[src/include/ecis_pkg.sv]
// package of register map, field layout and reset values for the event channel interrupt status block
package ecis_pkg;
	localparam int ECIS_NCH = 12;
	localparam logic [7:0] ECIS_OFF_STATUS = 8'h0c;
	localparam logic [7:0] ECIS_OFF_IEN_CLR = 8'h10;
	localparam logic [7:0] ECIS_OFF_IEN_SET = 8'h14;
	localparam logic [7:0] ECIS_OFF_FLAGS = 8'h18;
	localparam logic [7:0] ECIS_OFF_PATH_ASYNC = 8'h1c;
	localparam logic [11:0] ECIS_EN_RESET = 12'h000;
	localparam logic [11:0] ECIS_FLAG_RESET = 12'h000;
	localparam logic [11:0] ECIS_PATH_RESET = 12'h000;
	localparam logic [31:0] ECIS_RD_UNMAPPED = 32'h00000000;

	// scatter 12 channel bits: low byte group at lo_pos, upper four at hi_pos
	function automatic logic [31:0] ecis_place(input logic [11:0] v, input int lo_pos, input int hi_pos);
		logic [31:0] r;
		r = 32'h00000000;
		r[lo_pos +: 8] = v[7:0];
		r[hi_pos +: 4] = v[11:8];
		return r;
	endfunction

	function automatic logic [11:0] ecis_pick(input logic [31:0] w, input int lo_pos, input int hi_pos);
		return {w[hi_pos +: 4], w[lo_pos +: 8]};
	endfunction

	// event-detected: bits 8..15 then 24..27; overrun: bits 0..7 then 16..19
	localparam int ECIS_EVD_LO = 8;
	localparam int ECIS_EVD_HI = 24;
	localparam int ECIS_OVR_LO = 0;
	localparam int ECIS_OVR_HI = 16;
endpackage

[src/rtl/ecis_flag_bank.sv]
// one bank of twelve sticky interrupt flags with write-one-to-clear
`timescale 1ns/100ps
module ecis_flag_bank
	import ecis_pkg::*;
(
	input wire logic clk_i,
	input wire logic rst_i,
	input wire logic [11:0] set_i,
	input wire logic [11:0] block_i,
	input wire logic [11:0] clr_i,
	output logic [11:0] flag_o
);
	genvar g;
	generate
		for (g = 0; g < ECIS_NCH; g++) begin : g_ch
			always_ff @(posedge clk_i) begin
				if (rst_i) begin
					flag_o[g] <= ECIS_FLAG_RESET[g];
				end else if (set_i[g] && !block_i[g]) begin
					// set wins over a clear in the same cycle
					flag_o[g] <= 1'b1;
				end else if (clr_i[g]) begin
					flag_o[g] <= 1'b0;
				end
			end
		end
	endgenerate
endmodule

[src/rtl/ecis_top.sv]
// top of the event channel interrupt status block with its wishbone slave
// Operation
// - user-ready per channel is one only when all attached users are ready
// - writing one to clear register event bit clears that event enable
// - writing one to clear register overrun bit clears overrun enable; reads show enables
// - writing one to set register event bit sets that event enable
// - writing one to set register overrun bit sets overrun enable; reads show enables
// - event flag sets the cycle after a channel event; interrupts when enabled
// - channels on the asynchronous path never set their event flag
// - overrun flag sets the cycle after an overrun; interrupts when enabled
// - channels on the asynchronous path never set their overrun flag
// - writing one to an event flag position clears that flag
// - writing one to an overrun flag position clears that flag
// - event bits sit at 8..15,24..27; overrun bits at 0..7,16..19
// - busy while an event is not yet handled by every attached user
//
// Implementation choice: register access over Wishbone.
`timescale 1ns/100ps
module ecis_top
	import ecis_pkg::*;
(
	input wire logic clk_i,
	input wire logic rst_i,
	input wire logic wb_cyc_i,
	input wire logic wb_stb_i,
	input wire logic wb_we_i,
	input wire logic [7:0] wb_adr_i,
	input wire logic [3:0] wb_sel_i,
	input wire logic [31:0] wb_dat_i,
	output logic [31:0] wb_dat_o,
	output logic wb_ack_o,
	input wire logic [11:0] channel_event_i,
	input wire logic [11:0] channel_overrun_i,
	input wire logic [11:0] channel_users_ready_i,
	input wire logic [11:0] channel_pending_i,
	output logic [11:0] channel_users_ready_o,
	output logic [11:0] channel_busy_o,
	output logic irq_o
);
	logic [11:0] evd_en_q;
	logic [11:0] ovr_en_q;
	logic [11:0] path_async_q;
	logic [11:0] evd_flag;
	logic [11:0] ovr_flag;
	logic [11:0] evd_clr;
	logic [11:0] ovr_clr;
	logic [31:0] wmask;
	logic [31:0] wbits;
	logic [31:0] rd_d;
	logic req;
	logic wr;

	// a request is answered one cycle later; ack is dropped for one cycle between requests
	assign req = wb_cyc_i && wb_stb_i && !wb_ack_o;
	assign wr = req && wb_we_i;
	assign wmask = {{8{wb_sel_i[3]}}, {8{wb_sel_i[2]}}, {8{wb_sel_i[1]}}, {8{wb_sel_i[0]}}};
	assign wbits = wb_dat_i & wmask;

	always_ff @(posedge clk_i) begin
		if (rst_i) begin
			wb_ack_o <= 1'b0;
		end else begin
			wb_ack_o <= req;
		end
	end

	always_ff @(posedge clk_i) begin
		if (rst_i) begin
			evd_en_q <= ECIS_EN_RESET;
			ovr_en_q <= ECIS_EN_RESET;
		end else if (wr && wb_adr_i == ECIS_OFF_IEN_CLR) begin
			evd_en_q <= evd_en_q & ~ecis_pick(wbits, ECIS_EVD_LO, ECIS_EVD_HI);
			ovr_en_q <= ovr_en_q & ~ecis_pick(wbits, ECIS_OVR_LO, ECIS_OVR_HI);
		end else if (wr && wb_adr_i == ECIS_OFF_IEN_SET) begin
			evd_en_q <= evd_en_q | ecis_pick(wbits, ECIS_EVD_LO, ECIS_EVD_HI);
			ovr_en_q <= ovr_en_q | ecis_pick(wbits, ECIS_OVR_LO, ECIS_OVR_HI);
		end
	end

	// path select is a plain control word here since channel setup lives elsewhere
	always_ff @(posedge clk_i) begin
		if (rst_i) begin
			path_async_q <= ECIS_PATH_RESET;
		end else if (wr && wb_adr_i == ECIS_OFF_PATH_ASYNC) begin
			path_async_q <= {wbits[27:24], wbits[15:8]};
		end
	end

	always_comb begin
		evd_clr = 12'h000;
		ovr_clr = 12'h000;
		if (wr && wb_adr_i == ECIS_OFF_FLAGS) begin
			evd_clr = ecis_pick(wbits, ECIS_EVD_LO, ECIS_EVD_HI);
			ovr_clr = ecis_pick(wbits, ECIS_OVR_LO, ECIS_OVR_HI);
		end
	end

	ecis_flag_bank u_evd (
		.clk_i(clk_i),
		.rst_i(rst_i),
		.set_i(channel_event_i),
		.block_i(path_async_q),
		.clr_i(evd_clr),
		.flag_o(evd_flag)
	);

	ecis_flag_bank u_ovr (
		.clk_i(clk_i),
		.rst_i(rst_i),
		.set_i(channel_overrun_i),
		.block_i(path_async_q),
		.clr_i(ovr_clr),
		.flag_o(ovr_flag)
	);

	always_ff @(posedge clk_i) begin
		if (rst_i) begin
			irq_o <= 1'b0;
		end else begin
			// registered, so the line follows the flags by one cycle
			irq_o <= |((evd_flag & evd_en_q) | (ovr_flag & ovr_en_q));
		end
	end

	always_ff @(posedge clk_i) begin
		if (rst_i) begin
			channel_users_ready_o <= 12'h000;
			channel_busy_o <= 12'h000;
		end else begin
			channel_users_ready_o <= channel_users_ready_i;
			channel_busy_o <= channel_pending_i;
		end
	end

	always_comb begin
		rd_d = ECIS_RD_UNMAPPED;
		unique case (wb_adr_i)
			ECIS_OFF_STATUS: begin
				rd_d = ecis_place(channel_busy_o, ECIS_EVD_LO, ECIS_EVD_HI)
					| ecis_place(channel_users_ready_o, ECIS_OVR_LO, ECIS_OVR_HI);
			end
			ECIS_OFF_IEN_CLR, ECIS_OFF_IEN_SET: begin
				rd_d = ecis_place(evd_en_q, ECIS_EVD_LO, ECIS_EVD_HI) | ecis_place(ovr_en_q, ECIS_OVR_LO, ECIS_OVR_HI);
			end
			ECIS_OFF_FLAGS: begin
				rd_d = ecis_place(evd_flag, ECIS_EVD_LO, ECIS_EVD_HI) | ecis_place(ovr_flag, ECIS_OVR_LO, ECIS_OVR_HI);
			end
			ECIS_OFF_PATH_ASYNC: begin
				rd_d = ecis_place(path_async_q, ECIS_EVD_LO, ECIS_EVD_HI);
			end
			default: begin
				rd_d = ECIS_RD_UNMAPPED;
			end
		endcase
	end

	always_ff @(posedge clk_i) begin
		if (rst_i) begin
			wb_dat_o <= 32'h00000000;
		end else if (req) begin
			wb_dat_o <= rd_d;
		end
	end
endmodule

[config.mk]
export PLATFORM = sky130hd
export DESIGN_NAME = ecis_top
export DESIGN_NICKNAME = d
export VERILOG_FILES = /design/src/include/ecis_pkg.sv /design/src/rtl/ecis_flag_bank.sv /design/src/rtl/ecis_top.sv
export SDC_FILE = /design/constraint.sdc
export NUM_CORES = 1
export LEC_CHECK = 0
export BUFFER_PORTS_ARGS = -buffer_cell sky130_fd_sc_hd__buf_4
export CAP_MARGIN = 25
export CORE_MARGIN = 3
export CORE_UTILIZATION = 55
export DETAILED_ROUTE_END_ITERATION = 10
export MAX_ROUTING_LAYER = met4
export PLACE_DENSITY = 0.92
export REMOVE_ABC_BUFFERS = 1
export SLEW_MARGIN = 20
export SYNTH_ARGS = -nofsm -noshare
export SYNTH_HDL_FRONTEND = slang
export SYNTH_SLANG_ARGS = --single-unit
[constraint.sdc]
create_clock -name clk_i -period 3.2 [get_ports clk_i]
set_input_delay 0 -clock clk_i [delete_from_list [all_inputs] [get_ports clk_i]]
set_output_delay 0 -clock clk_i [all_outputs]
set_load 0.01 [all_outputs]
---- After elaboration in Yosys (flattened, before gate mapping) ----
Cells that the tools add are included.
word-level totals
  bits in registers ....................... 118
  bits of input ports ..................... 97
  output and inout port bits .............. 58
  word-level logic and storage cells ...... 176
operators by class
  equal/unequal tests ..................... 5
  mux-type cells .......................... 55
  bitwise gates (word level) .............. 13
  reduce and logical (&&, ||, !) cells .... 71
operators by type and width
  kind                                                             count
  28-bit case mux with 4 select lines                              1
  28-bit by 20-bit bitwise OR with 28-bit output                   3
  12-bit 2-to-1 mux                                                6
  2-bit nonzero test                                               25
  12-bit AND                                                       4
  1-bit 2-to-1 mux                                                 48
  12-bit bitwise OR                                                3
  8-bit by 5-bit == test with 1-bit output, second input constant  4
  1-bit logical AND                                                31
  28-bit AND                                                       1
  12-bit NOT                                                       2
  1-bit logical NOT                                                13
  12-bit OR reduction                                              1
  8-bit by 4-bit == test with 1-bit output, second input constant  1
  2-bit OR reduction                                               1

---- Longest topological paths before layout ----
  depth in word-level cells ............... 7
  mapped depth ............................ 7
  mapped depth without buffers ............ 4

---- Cells and area by module ----
Synthesis repeated with hierarchy kept, for this count alone.
unflattened totals
  cell total of the unflattened synthesis .. 559
  area, all modules ....................... 4,903.5 um2
modules (own cells, without submodules)
  module          times used  cells each  area an instance (um2)
  ecis_top        1           461         3,905.0
  ecis_flag_bank  2           49          499.2

---- Worst setup path after synthesis ----
Ideal clock, no wire load.
  path kind ............................... register to register
  start ................................... reg wb_ack_o
  end ..................................... reg with a tool-made name
  setup time .............................. 69 ps
  arrival ................................. 1,411 ps
  required time ........................... 3,131 ps
  slack ................................... 1,719 ps
  cell stages (with the launch flop) ...... 7
  buffers on the path ..................... 2
  cell sequence ........................... dfxtp_1 > and4b_1 > and2_1 > buf_6 > buf_2 > a311o_1 > o21ai_1
RTL lines
  what                    RTL line        text
  from (decl)             ecis_top.sv:31  output logic wb_ack_o,
  from (signal assigned)  ecis_top.sv:63  wb_ack_o <= req;

---- Worst setup path in the final report ----
  start ................................... reg wb_ack_o
  end ..................................... reg u_evd.flag_o[4]
on the way
  word-level cells in the longest chain between the ends .. 6
RTL lines
  what                                 RTL line              text
  1-bit logical NOT                    ecis_top.sv:54        assign req = wb_cyc_i && wb_stb_i && !wb_ack_o;
  1-bit logical AND                    ecis_top.sv:54
  1-bit logical AND                    ecis_top.sv:55        assign wr = req && wb_we_i;
  1-bit logical AND                    ecis_top.sv:92        if (wr && wb_adr_i == ECIS_OFF_FLAGS) begin
  12-bit 2-to-1 mux                    ecis_top.sv:92
  2-bit nonzero test (no source line)  -
  to (signal, indexed assignment)      ecis_flag_bank.sv:18  flag_o[g] <= ECIS_FLAG_RESET[g];
  to (decl)                            ecis_flag_bank.sv:11  output logic [11:0] flag_o
Every way passes these cells.
A chain may end at the register's enable or synchronous reset.

==> results.md <==
| Step | Parameter | This run |
|---|---|---|
| global routing | Initial antenna violation count | 0 |
| yosys | Synth Instances | 566 |
| routing | Average detailed-routed wire length per instance | 19.26 µm |
| routing | Total via count in the routed design | 5235 |
| layout | Number of diodes | 0 |
| yosys | Number of enable-type register cells in the synthesized netlist | 0 |
| yosys | Dominant synthesized flop cell | dfxtp_1 |
| placement | Post-detailed-placement half-perimeter wirelength | 9.788 mm |
| yosys | Mapped Area | 0.005069 mm² |
| layout | Area taken by flip-flops and latches | 0.002202 mm² |
| timing | Final hold violation count | 0 |
| timing | Accumulated negative setup slack | 0 ns |
| placement | Number of buffers inserted by port buffering | 138 |
| global routing | Total track usage | 32.25% |
| floorplanning | Std-Cell Rows | 34 |
| timing | Slew at the pin closest to its max-slew limit | 0.8375 ns |
| yosys | Post-Syn Area per Cell | 8.955 µm² |
| yosys | Count of cell types in the netlist | 37 |
| timing | Part of the cycle the worst path needs | 82.21% |
| floorplanning | Die outline area | 0.01040 mm² |
| cts | CTS tree | done |
| timing | Worst relative slew slack | 44.16% |
| timing | Unrepaired setup endpoints after global routing | false |
| cts | Buffers from clock root to sink, at most | 2 |
| layout | NumNets Final | 852 |
| routing | WL met1 | 6.389 mm |
| critical path | Kind of start point of the critical path | flip-flop |
| timing | Count of final setup violators | 0 |
| layout | Share of the core filled with cells in the final layout | 79.89% |
| timing | Final critical path time including I/O delays and setup | 2.631 ns |
| power and ir drop | Static leakage | 0.003009 µW |
| placement | Weighted congestion reported at the end of routability-driven placement | 0.8915 |
| cts | Master cell of the clock root buffer | clkbuf_8 |
| power and ir drop | VDD IR-drop max | 0.0003196 V |
| layout | Layout cell share with drive strength beyond 1 | 21.45% |
| layout | Synthesis-to-layout area growth | 39.47% |
| cts | Clock insertion delay at the later pin of the skew report | 0.37 ns |
| layout | Most frequent cells in the layout | buf_4 (143), dfxtp_1 (110), dlygate4sd3_1 (81) |
| routing | Final ANT Viol Nets | 0 |
| worst hold path | Hold Path Class | in2reg |
| yosys | Async set-reset flop share out of synthesis | 0% |
| global routing | Global-route wire length before repair | 25.46 mm |
| global routing | Via count of the first global-routing pass | 5234 |
| routing | Starting DRT DRC Count | 414 |
| layout | Number of fill cells in the layout | 532 |
| critical path | Critical-path cell with the highest stage delay | dlygate4sd3_1 |
| yosys | Seq cells post-synth | 110 |
| floorplanning | Std-Cell Core Area | 0.008848 mm² |
| critical path | Start-to-end type of the worst setup path | reg2reg |
| critical path | Worst endpoint data arrival time | 2.90 ns |
| floorplanning | Ports placed on the boundary | 155 |
| cts | Postcts setup bufs | 0 |
| power and ir drop | Overall power | 2846 µW |
| critical path | Critical Path Fanout Max | 20 |
| yosys | Number of warnings issued by yosys | 0 |
| cts | Total number of clock tree sinks | 110 |
| cts | Number of buffers created by CTS | 9 |
| critical path | Endpoint required time on the critical path | 3.47 ns |
| routing | Post-detailed-routing wire length | 16.72 mm |
| layout | Number of cells in the finished layout apart from fillers | 868 |
| timing | Number of max-slew violations in the final report | 0 |
| critical path | Critical-path cell list | and4b_1 > buf_4 > nand4_1 > o21ai_0 > a21oi_1 > dlygate4sd3_1 |
| routing | Met3 layer wire length in the routed design | 1.511 mm |
| routing | Number of DRC violations after detailed routing | 0 |
| timing | Maximum clock frequency | 380.1 MHz |
| global routing | Largest net degree at the start of global routing | 82 |
| power and ir drop | Total power density per cell area | 402.6 mW/mm² |
| placement | Placed cells | 771 |
| floorplanning | Effective utilization at floorplan | 57.28% |
| critical path | Worst setup EP type | flip-flop |
| floorplanning | Die outline height | 102 µm |
| outcome | Outcome | finished, final reports clean |
| layout | Area of the multi-input gates | 0.002530 mm² |
| timing | Skew final | 0.01474 ns |
| routing | Vias per inst | 6.031 |
| layout | Most common cell after layout, fill and taps aside | buf_4 |
| yosys | Sequential share of the synthesized area | 43.45% |
| routing | First-pass iteration count of the detailed router | 5 |
| cts | Maximum level of the CTS H-tree | 3 |
| global routing | Overflow after GRT | 0 |
| cts | Count of cells resized by post-cts repair | 0 |
| critical path | Worst stage delay on the critical path | 0.61 ns |
| job | # Max-Cap Violations | 0 |
| floorplanning | Die extent in x | 102 µm |
| cts | Clock Pin Slew Worst Setup and Hold Paths | 0.11 ns |
| routing | Top routing layer used | met4 |
| routing | Total met2 wirelength after detailed routing | 8.223 mm |
## through the flow
step           hold slack, ns  worst slack, ns  cell area [µm²]
6_report             0.009123           0.5694             7069
5_1_grt               0.01983           0.4480             7069
4_1_cts              0.003560           0.6472             7069
3_5_place_dp           0.2150            1.191             6016
3_3_place_gp           0.2088            1.237             6016
2_1_floorplan         0.06907            1.330             4807
## worst max-delay path: cells and delay by family, from the launching register on
family,cells,cell delay [ns]
and+or+nand+nor,2,0.83
buffers and inverters,2,0.90
AOI/OAI and AO/OA,2,0.48
DFF,1,0.34
## power by group
part	total, µW	switching [µW]	internal (µW)
combinational	395	181	214
clock	1010	483	526
sequential	1440	32.1	1410
total	2850	696	2150
## final timing paths
| path | from | end | slack (ns) | cells after the start |
|---|---|---|---|---|
| max reg2reg | wb_ack_o | u_evd.flag_o[4] | 0.57 | 6 |
| max | wb_ack_o | u_evd.flag_o[4] | 0.57 | 6 |
| min reg2reg | path_async_q[10] | path_async_q[10] | 0.49 | 2 |
| min | wb_dat_i[15] | u_evd.flag_o[7] | 0.009 | 4 |
## area by class of cell
type / count / area share, %
repair buffers: 224 / 26.65
flip-flops and latches: 110 / 31.15
multi-input cells: 390 / 35.79
well taps: 108 / 1.912
clock buffers: 10 / 1.805
inverters: 20 / 1.062
clock inverters: 6 / 1.628
## cells in the mapped netlist (all sizes together), types with 19 or more instances
cell type	number	area share, %
dfxtp	110	43
o21ai	47	4.6
nand2	40	3.0
nor2b	39	4.8
a22o	36	6.2
mux2i	36	7.1
buf	34	4.3
a21oi	28	2.8
nand2b	25	3.1
inv	20	1.5
clkbuf	19	1.4
## logic make-up (layout without fill, tap and decap cells)
logic type | after synthesis | after routing | share of synthesized area, %
AO/OA/AOI/OAI | 156 | 156 | 20.81
buffers and inverters | 73 | 260 | 7.159
multiplexers | 36 | 36 | 7.109
AND/OR/NAND/NOR | 190 | 190 | 21.40
other | 1 | 8 | 0.07398
flip-flops | 110 | 110 | 43.45
## routing by layer
layer	vias up	GRT usage (%)
li1	2378	-
met1	2438	34.98
met2	349	56.22
met3	70	7.235
met4	0	14.33
met5	-	-
## timing repair
item                                   CTS  global route
endpoints found under the hold margin   60             0
hold buffers                            81             0
setup endpoints to repair                0             0
Power figures use the tool's default switching activity.
